===== src/pkg/atw_pkg.sv =====
package atw_pkg;
	// ==========================================
	// task-file offsets
	localparam logic [2:0] OFS_DATA = 3'h0;
	localparam logic [2:0] OFS_FEATURE = 3'h1;
	localparam logic [2:0] OFS_COUNT = 3'h2;
	localparam logic [2:0] OFS_ADDR_LO = 3'h3;
	localparam logic [2:0] OFS_ADDR_MID = 3'h4;
	localparam logic [2:0] OFS_ADDR_HI = 3'h5;
	localparam logic [2:0] OFS_DEVICE = 3'h6;
	localparam logic [2:0] OFS_COMMAND = 3'h7;
	// ==========================================
	// command opcodes
	localparam logic [7:0] CMD_SET_MULTI = 8'hC6;
	localparam logic [7:0] CMD_SLEEP = 8'hE6;
	localparam logic [7:0] CMD_STANDBY = 8'hE2;
	localparam logic [7:0] CMD_STANDBY_NOW = 8'hE0;
	localparam logic [7:0] CMD_WRITE_BUF = 8'hE8;
	localparam logic [7:0] CMD_WRITE_DMA = 8'hCA;
	localparam logic [7:0] CMD_WRITE_MULTI = 8'hC5;
	// ==========================================
	// status and error bit positions
	localparam int ST_BSY = 7;
	localparam int ST_DRDY = 6;
	localparam int ST_DF = 5;
	localparam int ST_DRQ = 3;
	localparam int ST_ERR = 0;
	localparam int ER_IDNF = 4;
	localparam int ER_ABRT = 2;
	// ==========================================
	// sizes and reset values
	localparam logic [7:0] LAST_WORD = 8'hFF;
	localparam logic [8:0] FULL_COUNT = 9'h100;
	localparam logic [7:0] BLOCK_MAX = 8'h10;
	localparam logic [7:0] MULTI_RST = 8'h00;
	localparam logic [7:0] ERROR_RST = 8'h00;
	// ==========================================
	// idle timer
	localparam int IDLE_TIME_US = 5000;
	localparam int CLK_MHZ = 20;
	localparam int IDLE_CYCLES = IDLE_TIME_US * CLK_MHZ;
	// ==========================================
	typedef enum logic [2:0] {
		ST_IDLE, ST_EXEC, ST_PIO_IN, ST_DMA_IN, ST_COMMIT, ST_WAIT
	} atw_state_t;
endpackage


===== src/verilog/atw_core.sv =====
`timescale 1ns/100ps
// Summary of operation
// set-block-count sets busy and takes sector count as sectors per block
// valid supported block count is stored and enables multi-sector commands
// zero block count disables multi-sector commands
// power-on, hard reset, soft reset (unless revert off) disable multi mode
// sleep command: busy, enter sleep, clear busy, interrupt
// any later command wakes the device; no reset needed
// idle timer of five milliseconds puts the device to sleep
// both standby commands: busy, sleep, clear busy, interrupt at once
// buffer write takes 512 bytes by PIO into the sector buffer
// DMA write moves 1 to 256 sectors, zero meaning 256
// DMA write: busy, then data request, DMA request while accepting
// host acknowledges DMA and strobes once per 16-bit word
// DMA write interrupts only on completion or unrecoverable error
// error leaves failing sector address, success leaves last sector address
// DMA write aborted when 8-bit transfer mode is on
// 28-bit start address over address registers, zero count is 256
// good multi-sector write ends with busy, fault, request, error clear
// bad address sets not-found; error set with any error bit; fault bit
// transfer CRC error or unreported bad address sets abort
// each block starts with data request and interrupt; last block partial
// multi-sector write while multi mode off is aborted
// write error posted after its block; no further blocks
// unsupported nonzero block count aborts, old setting kept
module atw_core
	import atw_pkg::*;
#(
	parameter int IDLE_COUNT = IDLE_CYCLES
) (
	// clock and reset
	input wire logic core_clk_i,
	input wire logic resetn_i,
	// host pins
	input wire logic cs0_n_i,
	input wire logic [2:0] addr_i,
	input wire logic iord_n_i,
	input wire logic iowr_n_i,
	input wire logic dmack_n_i,
	input wire logic [15:0] data_i,
	output logic [15:0] data_o,
	output logic data_oe_o,
	output logic dmarq_o,
	output logic intrq_o,
	// on-chip control levels
	input wire logic soft_reset_i,
	input wire logic revert_off_i,
	input wire logic eight_bit_i,
	input wire logic crc_err_i,
	input wire logic [27:0] capacity_i,
	// media back end
	output logic media_req_o,
	output logic [27:0] media_lba_o,
	input wire logic media_done_i,
	input wire logic media_err_i,
	input wire logic media_fault_i,
	input wire logic [7:0] media_rd_addr_i,
	output logic [15:0] media_rd_data_o,
	output logic sleep_o
);
	// ==========================================
	// reset and pin synchronisers
	logic [1:0] rst_sync_r;
	logic rst_n_r;
	logic [22:0] pin_s1_r;
	logic [22:0] pin_s2_r;
	logic iowr_q_r;
	logic iord_q_r;
	always_ff @(posedge core_clk_i or negedge resetn_i) begin
		if (!resetn_i) begin
			rst_sync_r <= 2'h0;
		end else begin
			rst_sync_r <= {rst_sync_r[0], 1'b1};
		end
	end
	assign rst_n_r = rst_sync_r[1];
	always_ff @(posedge core_clk_i or negedge rst_n_r) begin
		if (!rst_n_r) begin
			pin_s1_r <= 23'h7FFFFF;
			pin_s2_r <= 23'h7FFFFF;
			iowr_q_r <= 1'b1;
			iord_q_r <= 1'b1;
		end else begin
			pin_s1_r <= {cs0_n_i, iord_n_i, iowr_n_i, dmack_n_i, addr_i, data_i};
			pin_s2_r <= pin_s1_r;
			iowr_q_r <= pin_s2_r[20];
			iord_q_r <= pin_s2_r[21];
		end
	end
	logic cs0_n_s;
	logic iord_n_s;
	logic dmack_n_s;
	logic [2:0] addr_s;
	logic [15:0] data_s;
	logic wr_rise;
	logic rd_fall;
	assign cs0_n_s = pin_s2_r[22];
	assign iord_n_s = pin_s2_r[21];
	assign dmack_n_s = pin_s2_r[19];
	assign addr_s = pin_s2_r[18:16];
	assign data_s = pin_s2_r[15:0];
	// strobe edge taken at release so the data has settled
	assign wr_rise = pin_s2_r[20] && !iowr_q_r;
	assign rd_fall = !iord_n_s && iord_q_r;
	// ==========================================
	// state and shared signals
	atw_state_t state_r;
	logic [7:0] cmd_r;
	logic [7:0] count_r;
	logic [7:0] feature_r;
	logic [7:0] lo_r;
	logic [7:0] mid_r;
	logic [7:0] hi_r;
	logic [7:0] dev_r;
	logic [7:0] multi_cnt_r;
	logic multi_en_r;
	logic [7:0] word_cnt_r;
	logic [8:0] sect_left_r;
	logic [8:0] blk_left_r;
	logic blk_err_r;
	logic [7:0] error_r;
	logic df_r;
	logic sleep_r;
	logic intrq_r;
	logic [15:0] buf_mem [0:255];
	logic cmd_wr;
	logic tf_wr;
	logic word_in;
	logic sector_full;
	logic fin_ok;
	logic fin_err;
	logic set_abrt;
	logic set_idnf;
	logic set_df;
	logic adv_addr;
	logic blk_start;
	logic sec_err;
	logic range_bad;
	logic count_ok;
	logic [8:0] req_sect;
	logic [8:0] next_blk;
	logic [28:0] lba_end;
	logic [27:0] lba;
	assign lba = {dev_r[3:0], hi_r, mid_r, lo_r};
	assign cmd_wr = wr_rise && !cs0_n_s && addr_s == OFS_COMMAND && state_r == ST_IDLE;
	assign tf_wr = wr_rise && !cs0_n_s && addr_s != OFS_COMMAND && addr_s != OFS_DATA
		&& state_r == ST_IDLE;
	// one word per strobe
	assign word_in = (wr_rise && !cs0_n_s && addr_s == OFS_DATA && state_r == ST_PIO_IN)
		|| (wr_rise && !dmack_n_s && state_r == ST_DMA_IN);
	assign sector_full = word_in && word_cnt_r == LAST_WORD;
	// zero count means 256
	assign req_sect = (count_r == 8'h00) ? FULL_COUNT : {1'b0, count_r};
	assign lba_end = {1'b0, lba} + {20'h00000, req_sect} - 29'h1;
	assign range_bad = lba_end >= {1'b0, capacity_i};
	// supported block sizes: powers of two up to the largest block
	assign count_ok = count_r <= BLOCK_MAX && (count_r & (count_r - 8'h01)) == 8'h00;
	assign sec_err = !blk_err_r && (media_err_i || media_fault_i);
	always_comb begin
		fin_ok = 1'b0;
		fin_err = 1'b0;
		set_abrt = 1'b0;
		set_idnf = 1'b0;
		set_df = 1'b0;
		adv_addr = 1'b0;
		blk_start = 1'b0;
		next_blk = (sect_left_r - 9'h1 < {1'b0, multi_cnt_r}) ? sect_left_r - 9'h1
			: {1'b0, multi_cnt_r};
		case (state_r)
			ST_EXEC: begin
				case (cmd_r)
					CMD_SET_MULTI: begin
						// unsupported size aborts
						fin_ok = count_ok;
						fin_err = !count_ok;
						set_abrt = !count_ok;
					end
					CMD_SLEEP, CMD_STANDBY, CMD_STANDBY_NOW, CMD_WRITE_BUF: begin
						fin_ok = cmd_r != CMD_WRITE_BUF;
					end
					CMD_WRITE_DMA: begin
						// no DMA write in 8-bit mode
						fin_err = eight_bit_i || range_bad;
						set_abrt = eight_bit_i;
						// unreachable address
						set_idnf = !eight_bit_i && range_bad;
					end
					CMD_WRITE_MULTI: begin
						// multi mode must be on
						fin_err = !multi_en_r || range_bad;
						set_abrt = !multi_en_r;
						set_idnf = multi_en_r && range_bad;
						// first block request
						blk_start = !fin_err;
					end
					default: begin
						fin_err = 1'b1;
						set_abrt = 1'b1;
					end
				endcase
			end
			ST_PIO_IN: begin
				fin_ok = sector_full && cmd_r == CMD_WRITE_BUF;
			end
			ST_DMA_IN: begin
				// transfer CRC error aborts
				fin_err = crc_err_i;
				set_abrt = crc_err_i;
			end
			ST_WAIT: begin
				if (media_done_i || blk_err_r) begin
					set_df = media_fault_i && !blk_err_r;
					if (cmd_r == CMD_WRITE_DMA) begin
						// stop at failing sector
						fin_err = sec_err;
						set_abrt = sec_err;
						fin_ok = !sec_err && sect_left_r == 9'h1;
						adv_addr = !sec_err && sect_left_r != 9'h1;
					end else if (blk_left_r == 9'h1) begin
						// error posted at block end
						fin_err = blk_err_r || sec_err;
						set_abrt = blk_err_r || sec_err;
						fin_ok = !fin_err && sect_left_r == 9'h1;
						blk_start = !fin_err && sect_left_r != 9'h1;
						adv_addr = blk_start;
					end else begin
						adv_addr = !blk_err_r && !sec_err;
					end
				end
			end
			default: begin
			end
		endcase
	end
	// ==========================================
	// command sequencer
	always_ff @(posedge core_clk_i or negedge rst_n_r) begin
		if (!rst_n_r) begin
			state_r <= ST_IDLE;
			cmd_r <= 8'h00;
			word_cnt_r <= 8'h00;
			sect_left_r <= 9'h000;
			blk_left_r <= 9'h000;
			blk_err_r <= 1'b0;
		end else if (soft_reset_i) begin
			state_r <= ST_IDLE;
			blk_err_r <= 1'b0;
		end else begin
			if (word_in) begin
				word_cnt_r <= word_cnt_r + 8'h01;
			end
			case (state_r)
				ST_IDLE: begin
					// busy on command
					if (cmd_wr) begin
						cmd_r <= data_s[7:0];
						state_r <= ST_EXEC;
					end
				end
				ST_EXEC: begin
					word_cnt_r <= 8'h00;
					sect_left_r <= req_sect;
					blk_err_r <= 1'b0;
					blk_left_r <= (req_sect < {1'b0, multi_cnt_r}) ? req_sect
						: {1'b0, multi_cnt_r};
					if (fin_ok || fin_err) begin
						state_r <= ST_IDLE;
					end else if (cmd_r == CMD_WRITE_DMA) begin
						state_r <= ST_DMA_IN;
					end else begin
						state_r <= ST_PIO_IN;
					end
				end
				ST_PIO_IN, ST_DMA_IN: begin
					if (fin_ok || fin_err) begin
						state_r <= ST_IDLE;
					end else if (sector_full) begin
						state_r <= ST_COMMIT;
					end
				end
				ST_COMMIT: begin
					state_r <= ST_WAIT;
				end
				ST_WAIT: begin
					if (media_done_i || blk_err_r) begin
						sect_left_r <= sect_left_r - 9'h1;
						blk_left_r <= blk_start ? next_blk : blk_left_r - 9'h1;
						if (sec_err) begin
							blk_err_r <= 1'b1;
						end
						if (fin_ok || fin_err) begin
							state_r <= ST_IDLE;
						end else if (cmd_r == CMD_WRITE_DMA) begin
							state_r <= ST_DMA_IN;
						end else begin
							state_r <= ST_PIO_IN;
						end
					end
				end
				default: begin
					state_r <= ST_IDLE;
				end
			endcase
		end
	end
	// ==========================================
	// sector buffer and media port
	always_ff @(posedge core_clk_i) begin
		if (word_in) begin
			buf_mem[word_cnt_r] <= data_s;
		end
		media_rd_data_o <= buf_mem[media_rd_addr_i];
	end
	// errored block sectors are not written but still drained from the host
	always_ff @(posedge core_clk_i or negedge rst_n_r) begin
		if (!rst_n_r) begin
			media_req_o <= 1'b0;
			dmarq_o <= 1'b0;
		end else begin
			media_req_o <= state_r == ST_COMMIT && !blk_err_r;
			// request while able to accept
			dmarq_o <= state_r == ST_DMA_IN && !sector_full && !fin_err;
		end
	end
	assign media_lba_o = lba;
	// ==========================================
	// task-file registers
	always_ff @(posedge core_clk_i or negedge rst_n_r) begin
		if (!rst_n_r) begin
			count_r <= 8'h00;
			feature_r <= 8'h00;
			lo_r <= 8'h00;
			mid_r <= 8'h00;
			hi_r <= 8'h00;
			dev_r <= 8'h00;
		end else if (tf_wr) begin
			case (addr_s)
				OFS_FEATURE: feature_r <= data_s[7:0];
				OFS_COUNT: count_r <= data_s[7:0];
				OFS_ADDR_LO: lo_r <= data_s[7:0];
				OFS_ADDR_MID: mid_r <= data_s[7:0];
				OFS_ADDR_HI: hi_r <= data_s[7:0];
				default: dev_r <= data_s[7:0];
			endcase
		end else if (adv_addr) begin
			// advance only between good sectors
			{dev_r[3:0], hi_r, mid_r, lo_r} <= lba + 28'h1;
		end
	end
	// ==========================================
	// block-count setting
	always_ff @(posedge core_clk_i or negedge rst_n_r) begin
		if (!rst_n_r) begin
			// off after power-on and hard reset
			multi_en_r <= 1'b0;
			multi_cnt_r <= MULTI_RST;
		end else if (soft_reset_i && !revert_off_i) begin
			multi_en_r <= 1'b0;
			multi_cnt_r <= MULTI_RST;
		end else if (state_r == ST_EXEC && cmd_r == CMD_SET_MULTI && count_ok) begin
			// load size, zero disables
			multi_en_r <= count_r != 8'h00;
			multi_cnt_r <= count_r;
		end
	end
	// ==========================================
	// error and fault bits
	always_ff @(posedge core_clk_i or negedge rst_n_r) begin
		if (!rst_n_r) begin
			error_r <= ERROR_RST;
			df_r <= 1'b0;
		end else if (state_r == ST_EXEC) begin
			error_r <= {3'h0, set_idnf, 1'b0, set_abrt, 2'h0};
			df_r <= 1'b0;
		end else begin
			// accumulate abort and fault bits
			error_r[ER_ABRT] <= error_r[ER_ABRT] || set_abrt;
			df_r <= df_r || set_df;
		end
	end
	// ==========================================
	// interrupt and read-back
	always_ff @(posedge core_clk_i or negedge rst_n_r) begin
		if (!rst_n_r) begin
			intrq_r <= 1'b0;
			data_o <= 16'h0000;
			data_oe_o <= 1'b0;
		end else begin
			// completion and block start only; a set beats a status read
			if (fin_ok || fin_err || blk_start) begin
				intrq_r <= 1'b1;
			end else if (rd_fall && !cs0_n_s && addr_s == OFS_COMMAND) begin
				intrq_r <= 1'b0;
			end
			data_oe_o <= !iord_n_s && !cs0_n_s;
			case (addr_s)
				OFS_FEATURE: data_o <= {8'h00, error_r};
				OFS_COUNT: data_o <= {8'h00, count_r};
				OFS_ADDR_LO: data_o <= {8'h00, lo_r};
				OFS_ADDR_MID: data_o <= {8'h00, mid_r};
				OFS_ADDR_HI: data_o <= {8'h00, hi_r};
				OFS_DEVICE: data_o <= {8'h00, dev_r};
				// status built from live state
				OFS_COMMAND: data_o <= {8'h00, state_r == ST_EXEC || state_r == ST_COMMIT
					|| state_r == ST_WAIT, 1'b1, df_r, 1'b0,
					state_r == ST_PIO_IN || state_r == ST_DMA_IN, 2'h0, error_r != 8'h00};
				default: data_o <= 16'h0000;
			endcase
		end
	end
	assign intrq_o = intrq_r;
	// ==========================================
	// power state and idle timer
	logic [31:0] idle_cnt_r;
	always_ff @(posedge core_clk_i or negedge rst_n_r) begin
		if (!rst_n_r) begin
			sleep_r <= 1'b0;
			idle_cnt_r <= 32'h0;
		end else begin
			if (state_r != ST_IDLE || sleep_r || wr_rise) begin
				idle_cnt_r <= 32'h0;
			end else begin
				idle_cnt_r <= idle_cnt_r + 32'h1;
			end
			// sleep commands
			if (state_r == ST_EXEC && fin_ok && (cmd_r == CMD_SLEEP
				|| cmd_r == CMD_STANDBY || cmd_r == CMD_STANDBY_NOW)) begin
				sleep_r <= 1'b1;
			// idle expiry
			end else if (idle_cnt_r == 32'(IDLE_COUNT - 1)) begin
				sleep_r <= 1'b1;
			// wake on command
			end else if (cmd_wr) begin
				sleep_r <= 1'b0;
			end
		end
	end
	assign sleep_o = sleep_r;
endmodule // atw_core


===== config.mk =====
export PLATFORM = sky130hd
export DESIGN_NAME = atw_core
export DESIGN_NICKNAME = d
export VERILOG_FILES = /design/src/pkg/atw_pkg.sv /design/src/verilog/atw_core.sv
export SDC_FILE = /design/constraint.sdc
export NUM_CORES = 2
export LEC_CHECK = 0
export BUFFER_PORTS_ARGS = -buffer_cell sky130_fd_sc_hd__buf_2
export CAP_MARGIN = 5
export CELL_PAD_IN_SITES_DETAIL_PLACEMENT = 1
export CELL_PAD_IN_SITES_GLOBAL_PLACEMENT = 1
export CORE_ASPECT_RATIO = 0.75
export CORE_MARGIN = 2
export CORE_UTILIZATION = 51
export DETAILED_ROUTE_END_ITERATION = 8
export PLACE_DENSITY_LB_ADDON = 0.1
export RECOVER_POWER = 25
export SYNTH_ARGS = -nofsm -noshare
export SYNTH_HDL_FRONTEND = slang
export SYNTH_SLANG_ARGS = --single-unit

===== constraint.sdc =====
create_clock -name core_clk_i -period 5.2 [get_ports core_clk_i]
set_clock_uncertainty 0.1 [all_clocks]
set_input_delay 1.04 -clock core_clk_i [delete_from_list [all_inputs] [get_ports core_clk_i]]
set_output_delay 1.04 -clock core_clk_i [all_outputs]
set_load 0.1 [all_outputs]

### Yosys cells after proc, flatten, opt, wreduce, memory -nomap -nowiden

Memories as Yosys holds them, arrays and structs flattened. A register that Yosys moved wholly into a read port is not among the register bits.
Cells that the tools add are included.

* register bits after elaboration: 193
* RAM bits: 4096
* output and inout port bits: 65
* word-level logic and storage cells: 248
* memories: 1

Memories
* buf_mem: depth 256, width 16, rd ports 1, clocked after Yosys merged registers in 1, write ports 1, RTL line atw_core.sv:125 `logic [15:0] buf_mem [0:255];`

* $add $sub $neg: 8
* magnitude comparators: 4
* equality and inequality tests: 35
* muxes and demuxes: 73
* bitwise operators: 3
* reduce and logical (&&, ||, !) cells: 95

Operator list (count)
* 2-to-1 mux 8 bit: 13
* == test 8 bit, second input constant: 8
* case mux 8 bit (7 select lines): 1
* 2-to-1 mux 9 bit: 6
* case mux 9 bit (2 select lines): 2
* logical AND 1 bit: 35
* adder 32 x 1 -> 32 bit, second input constant: 1
* == test 32 x 17 -> 1 bit, second input constant: 1
* 2-to-1 mux 32 bit: 1
* 2-to-1 mux 1 bit: 31
* adder 28 x 9 -> 29 bit: 1
* >= comparator 29 x 28 -> 1 bit: 1
* subtractor 29 x 1 -> 29 bit, second input constant: 1
* adder 28 x 1 -> 28 bit, second input constant: 1
* == test 3 bit, second input constant: 6
* == test 9 x 1 -> 1 bit, second input constant: 2
* less-than comparator 9 x 8 -> 1 bit: 2
* subtractor 9 x 1 -> 9 bit, second input constant: 2
* logical OR 1 bit: 17
* zero test 8 bit: 2
* nonzero test 8 bit: 2
* 2-to-1 mux 3 bit: 5
* case mux 3 bit (5 select lines): 1
* zero test 1 bit: 14
* 26 further kinds: 62

### Logic depth before layout (Yosys ltp)

* word-level depth: 14
* depth in mapped cells: 26
* gate-level depth less buffers: 25

### Worst setup path after synthesis

No wires, ideal clock.

* kind: reg2reg
* from: register lo_r[1]
* to: register state_r[1]
* setup time: 68 ps
* arrival time: 4889 ps
* data required time: 5032 ps
* setup slack: 143 ps
* stages on the path, launching flop included: 25
* buffers on the path: 0
* clock period less this slack: 5057 ps
* cell sequence: dfrtp_1 inv_1 ha_1 inv_1 ha_1 inv_1 fa_1 nor2b_1 o21a_1 o21ai_0 a21oi_1 a41oi_1 nor2_1 or2_2 xor2_1 ha_1 a21o_1 a221oi_1 o21ai_0 a211oi_1 a21oi_1 nor3_1 mux2i_1 a31oi_1 and4b_1

* longest elaborated chain between the ends: 11

Ends and longest elaborated chain
* from (decl): RTL line atw_core.sv:111 `logic [7:0] lo_r;`
* from (signal assigned): RTL line atw_core.sv:340 `OFS_ADDR_LO: lo_r <= data_s[7:0];`
* from (signal assigned): RTL line atw_core.sv:347 `{dev_r[3:0], hi_r, mid_r, lo_r} <= lba + 28'h1;`
* adder 28 x 9 -> 29 bit (*): RTL line atw_core.sv:154 `assign lba_end = {1'b0, lba} + {20'h00000, req_sect} - 29'h1;`
* subtractor 29 x 1 -> 29 bit (*): RTL line atw_core.sv:154
* >= comparator 29 x 28 -> 1 bit (*): RTL line atw_core.sv:155 `assign range_bad = lba_end >= {1'b0, capacity_i};`
* logical OR 1 bit (on tied branches): RTL line atw_core.sv:190, atw_core.sv:183
* case mux 1 bit (4 select lines) (*): RTL line atw_core.sv:171 `case (cmd_r)`
* case mux 1 bit (3 select lines) (*): RTL line atw_core.sv:169 `case (state_r)`
* logical OR 1 bit (*): RTL line atw_core.sv:266, atw_core.sv:275, atw_core.sv:291
* 2-to-1 mux 2 bit: RTL line atw_core.sv:266 `if (fin_ok || fin_err) begin`
* 2-to-1 mux 3 bit: RTL line atw_core.sv:285 `if (media_done_i || blk_err_r) begin`
* case mux 3 bit (5 select lines): RTL line atw_core.sv:252 `case (state_r)`
* 2-to-1 mux 3 bit: RTL line atw_core.sv:245 `end else if (soft_reset_i) begin`
* to (signal assigned): RTL line atw_core.sv:246 `state_r <= ST_IDLE;`
* to (signal assigned): RTL line atw_core.sv:267 `state_r <= ST_IDLE;`
* to (signal assigned): RTL line atw_core.sv:269 `state_r <= ST_DMA_IN;`
* to (decl): RTL line atw_core.sv:107 `atw_state_t state_r;`

Mark *: on every way between the ends. The rest lies on a longest branch, timed or not. The select of a mux whose other input is x is not followed.
A chain may end at the register's enable or synchronous reset.

### Final worst setup path

* from: register count_r[2]
* to: register state_r[0]

* longest elaborated chain between the ends: 13

Ends and longest elaborated chain
* from (decl): RTL line atw_core.sv:109 `logic [7:0] count_r;`
* from (signal assigned): RTL line atw_core.sv:339 `OFS_COUNT: count_r <= data_s[7:0];`
* zero test 8 bit: RTL line atw_core.sv:153 `assign req_sect = (count_r == 8'h00) ? FULL_COUNT : {1'b0, count_r};`
* 2-to-1 mux 9 bit: RTL line atw_core.sv:153
* adder 28 x 9 -> 29 bit: RTL line atw_core.sv:154
* subtractor 29 x 1 -> 29 bit: RTL line atw_core.sv:154
* >= comparator 29 x 28 -> 1 bit: RTL line atw_core.sv:155
* logical OR 1 bit (on tied branches): RTL line atw_core.sv:190, atw_core.sv:183
* case mux 1 bit (4 select lines): RTL line atw_core.sv:171
* case mux 1 bit (3 select lines): RTL line atw_core.sv:169
* logical OR 1 bit (*): RTL line atw_core.sv:266, atw_core.sv:275, atw_core.sv:291
* 2-to-1 mux 2 bit: RTL line atw_core.sv:266
* 2-to-1 mux 3 bit: RTL line atw_core.sv:285
* case mux 3 bit (5 select lines): RTL line atw_core.sv:252
* 2-to-1 mux 3 bit: RTL line atw_core.sv:245

Marked as above.

==> impl_table.tex <==
\begin{tabular}{lr}
\hline
Metric & Value \\
\hline
\multicolumn{2}{l}{\textbf{Synthesis}} \\
Share of synthesized area spent on multiplexers & 0.184 \\
Largest area contributor in the synthesized netlist & sky130\_fd\_sc\_hd\_\_edfxtp\_1 \\
Combinational family with the most area after synthesis & multiplexers \\
Synthesis warning total & 0 \\
Cell area after technology mapping & about 170000 sq um \\
Post-synthesis average cell area & between 20 and 25 sq um \\
Syn Inst Count & roughly 7.4k \\
Sequential share of the synthesized area & 0.761 \\
Fraction of synthesis flops using an asynchronous set or reset pin & 0.0431 \\
Largest cells by area after synthesis & sky130\_fd\_sc\_hd\_\_edfxtp\_1, sky130\_fd\_sc\_hd\_\_mux4\_2, sky130\_fd\_sc\_hd\_\_dfrtp\_1 \\
Number of flops mapped to enable cells by yosys & about 4.1k \\
Post-synthesis share of cell area spent on xor and xnor gates & 0.00333 \\
Post-Synth Simple-Gate Area & 0.0189 \\
Number of unique standard cell types used by synthesis & 71 \\
Number of synthesized register bits & $\sim$4.3k \\
Compound-Gate Fraction of Synth Area & 0.0122 \\
Synth top area share & 0.731 \\
Most used flip-flop cell after synthesis & sky130\_fd\_sc\_hd\_\_edfxtp\_1 \\
Adder and majority cell fraction of the synthesized area & 0.00793 \\
\multicolumn{2}{l}{\textbf{STA}} \\
Number of hold violations in the final report & 0 \\
Worst Hold Slack & slightly above 0.1 ns \\
Final Cycle Share & 1.03 \\
Final worst slack & -0.165 ns \\
Total negative setup slack & -0.567 ns \\
RSZ-0062 raised after global routing & true \\
Number of pins exceeding their max-slew limit in the final report & about 2.6k \\
Slew @ Worst Pin & about 4.3 ns \\
Setup violations, final & 4 \\
Maximum achievable frequency & between 150 and 200 MHz \\
Worst-case headroom to the max-slew limit & -1.87 \\
Crit path time final & roughly 5.4 ns \\
\multicolumn{2}{l}{\textbf{Die}} \\
Core area & 328000 sq um \\
I/O Pins & $\sim$130 \\
Std-Cell Rows & $\sim$180 \\
Starting utilization of the core area & 0.513 \\
Height of the die & 501 microns \\
Die width & approximately 670 microns \\
Area of the die & approximately 330000 sq um \\
\multicolumn{2}{l}{\textbf{Clock network}} \\
Clock latency on the worst-skew pair & between 0.9 and 1 ns \\
Htree depth & 5 \\
CTS tree & yes \\
Clock Pin Slew Worst Setup and Hold Paths & around 0.070 ns \\
Maximum clock insertion buffer count & 4 \\
Number of CTS-inserted buffers & just over 400 \\
CTS Root Cell & sky130\_fd\_sc\_hd\_\_clkbuf\_16 \\
Clk sinks & roughly 4.3k \\
\multicolumn{2}{l}{\textbf{Route}} \\
Number of DRC markers after the initial detailed-route iteration & approximately 11k \\
Detail-routed net length per standard cell & 35.5 microns \\
Number of vias after detailed routing & around 83k \\
Detailed-routing iteration count for the pre-antenna-repair pass & 5 \\
DRC violation count after routing & 0 \\
Average vias per placed instance & 6.44 \\
Number of nets with antenna violations after routing & 0 \\
Total wire length & about 460 mm \\
\multicolumn{2}{l}{\textbf{Final layout}} \\
Post-layout util & 0.586 \\
Fin area & 192000 sq um \\
Fraction of final layout cells with drive strength greater than 1 & 0.329 \\
NumNets Final & around 8.4k \\
Layout-stage area growth over the synthesis result & 14.2\% \\
\multicolumn{2}{l}{\textbf{Setup path}} \\
Delay of the slowest cell on the worst path & $\sim$0.49 ns \\
Critical-path maximum fanout & 3 \\
Crit path required time & between 5 and 6 ns \\
Critical path class & reg2reg \\
Endpoint class of the critical path & register \\
CP most frequent cell & sky130\_fd\_sc\_hd\_\_buf\_4 \\
Data arrival, critical path & about 6.1 ns \\
Worst setup SP type & register \\
Max stage delay cell, worst path & sky130\_fd\_sc\_hd\_\_or4\_4 \\
\multicolumn{2}{l}{\textbf{Job}} \\
Maxcap violations & 27 \\
\multicolumn{2}{l}{\textbf{Placed design}} \\
HPWL after detailed placement & 283 mm \\
Last weighted congestion value of the routability-driven placer & between 0.8 and 0.9 \\
Placed cell area & around 180000 sq um \\
Worst-case setup slack after placement & -0.663 ns \\
Quantity of I/O buffers inserted on ports & between 100 and 150 \\
\multicolumn{2}{l}{\textbf{Pwr}} \\
Cell area power density & a little under 400 nW/um\^{}2 \\
Leak & about 62 nW \\
Max IR drop VDD & between 0.3 and 0.4 mV \\
\multicolumn{2}{l}{\textbf{GRT}} \\
Number of antenna violations at the first check in global routing & 65 \\
Total congestion overflow & 0 \\
Tot GR Track Use & 0.276 \\
Number of global-route vias before repair & 84.0k \\
Largest net degree at the start of global routing & 178 \\
Wire length of the first global-routing pass & between 600 and 700 mm \\
\multicolumn{2}{l}{\textbf{Run status}} \\
Outcome & finished with violations \\
Violations in the final reports & capacitance limit, slew limit, setup timing \\
\multicolumn{2}{l}{\textbf{Worst hold path}} \\
Worst Hold Class & in2reg \\
\hline
\end{tabular}
## through the flow
| step | std cells | total power (W) |
|---|---|---|
| floorplan | 7422 | 0.0424 |
| global placement | 12100 | 0.0446 |
| detailed placement | 12100 | 0.0447 |
| CTS | 12900 | 0.0745 |
| global route | 12900 | 0.0762 |
| finish | 12900 | 0.0741 |
## state kept, by name, indices dropped and copies added (netlist names), 9 cells and up
name             flops
blk_left_r           9
media_rd_data_o     16
pin_s2_r            23
idle_cnt_r          32
pin_s1_r            23
buf_mem           4096
sect_left_r          9
## worst paths after layout
kind | startpoint | end | slack (ns) | depth (start not counted)
setup reg to reg | count_r[2] | state_r[0] | -0.16 | 25
setup / recovery | count_r[2] | state_r[0] | -0.16 | 25
min in group asynchronous | resetn_i | rst_sync_r[0] | 0.33 | 2
max in group asynchronous | rst_sync_r[1] | dev_r[2] | 0.61 | 1
hold / removal | cs0_n_i | pin_s1_r[22] | 0.10 | 1
hold reg to reg | pin_s1_r[20] | pin_s2_r[20] | 0.26 | 0
## logic make-up (layout without fill, tap and decap cells)
kind of cell / after synthesis / count (layout)
DFF: 4297 / 4297
muxes: 1394 / 1394
buffers and inverters: 512 / 1631
and+or+nand+nor: 720 / 720
AOI/OAI and AO/OA: 320 / 320
adders and majority gates: 106 / 106
other: 2 / 23
xor gates and xnor gates: 64 / 64
## cells in the final DEF (no fill, tap or decap), drive strengths merged, types with 7 or more instances in the layout
cell type  instances
o22a              16
diode             14
bufinv            40
a41oi              7
inv              122
xor2              40
o21a              12
clkinvlp          24
o22ai             10
mux4            1361
a21o              17
dfstp             48
clkinv           173
nand2            117
o21bai            12
nor3              37
xnor2             24
dfrtp            137
nor2             383
nor2b             15
dfxtp             16
clkbuf           540
conb               9
mux2i             19
a211oi            11
nand3             62
buf              731
a21oi             94
a22o               8
ha               105
edfxtp          4096
a31oi             29
and3              17
nand4             17
nand2b            11
o21ai             61
nor4              13
mux2              14
or3                9
and2              11
## power by group
group / switching, W / leakage, nW / internal (W) / total [W]
registers: 0.000370 / 39.2 / 0.0381 / 0.0385
clock network: 0.0129 / 6.49 / 0.0170 / 0.0300
logic: 0.00352 / 16.1 / 0.00217 / 0.00570
total: 0.0168 / 61.7 / 0.0573 / 0.0741
## layout make-up
type | instances | area, sq um
Multi-Input combinational cell | 2613 | 38500
Clock buffer | 516 | 11000
Inverter | 114 | 428
Clock inverter | 245 | 2290
Timing Repair Buffer | 756 | 6330
Tap cell | 4324 | 5410
Fill cell | 26900 | 136000
Sequential cell | 4297 | 128000
Antenna cell | 14 | 35.0
## synthesized netlist by cell type, drive strengths merged (5+ instances only)
cell    number
o21bai      12
a211oi      11
nand3       62
o22a        16
a41oi        7
nor4        13
mux2        14
o22ai       10
a21oi       94
dfstp       48
and4         6
mux2i       19
a221oi       5
clkbuf     241
nand4       17
xor2        40
inv        114
nand2      117
a211o        5
o211ai       6
a31oi       29
nor3        37
buf        157
or2          5
xnor2       24
nor2b       15
and3        17
edfxtp    4096
a22o         8
or3          9
nor2       383
o21ai       61
a21o        17
o21a        12
dfxtp       16
nand2b      11
mux4      1361
and2        11
dfrtp      137
ha         105
## per-layer routing
metal  global-route usage  wire length (microns)  share of wire
met1                0.436                 197000           0.43
met2                0.400                 203000           0.45
met3               0.0530                  43700          0.096
met4               0.0657                  12200          0.027
met5                    0                     95        0.00021
## critical path, delay by kind of cell (launching register included)
kind | cells | cell delay [ns]
buf+inv | 4 | 0.54
mux | 1 | 0.16
fa+ha+maj | 3 | 0.85
simple gates | 8 | 1.29
compound gates | 8 | 1.79
xor+xnor | 1 | 0.11
flops | 1 | 0.41
## what timing repair did
action                                 4_1_cts  5_1_grt
hold buffers                                 1        0
endpoints found under the hold margin        2        0
setup endpoints to repair                    5       16
pin swaps                                   22       30
setup buffers                               26       12
gates resized for setup                     38       29
Note: power is estimated with default switching activity, not from simulation.
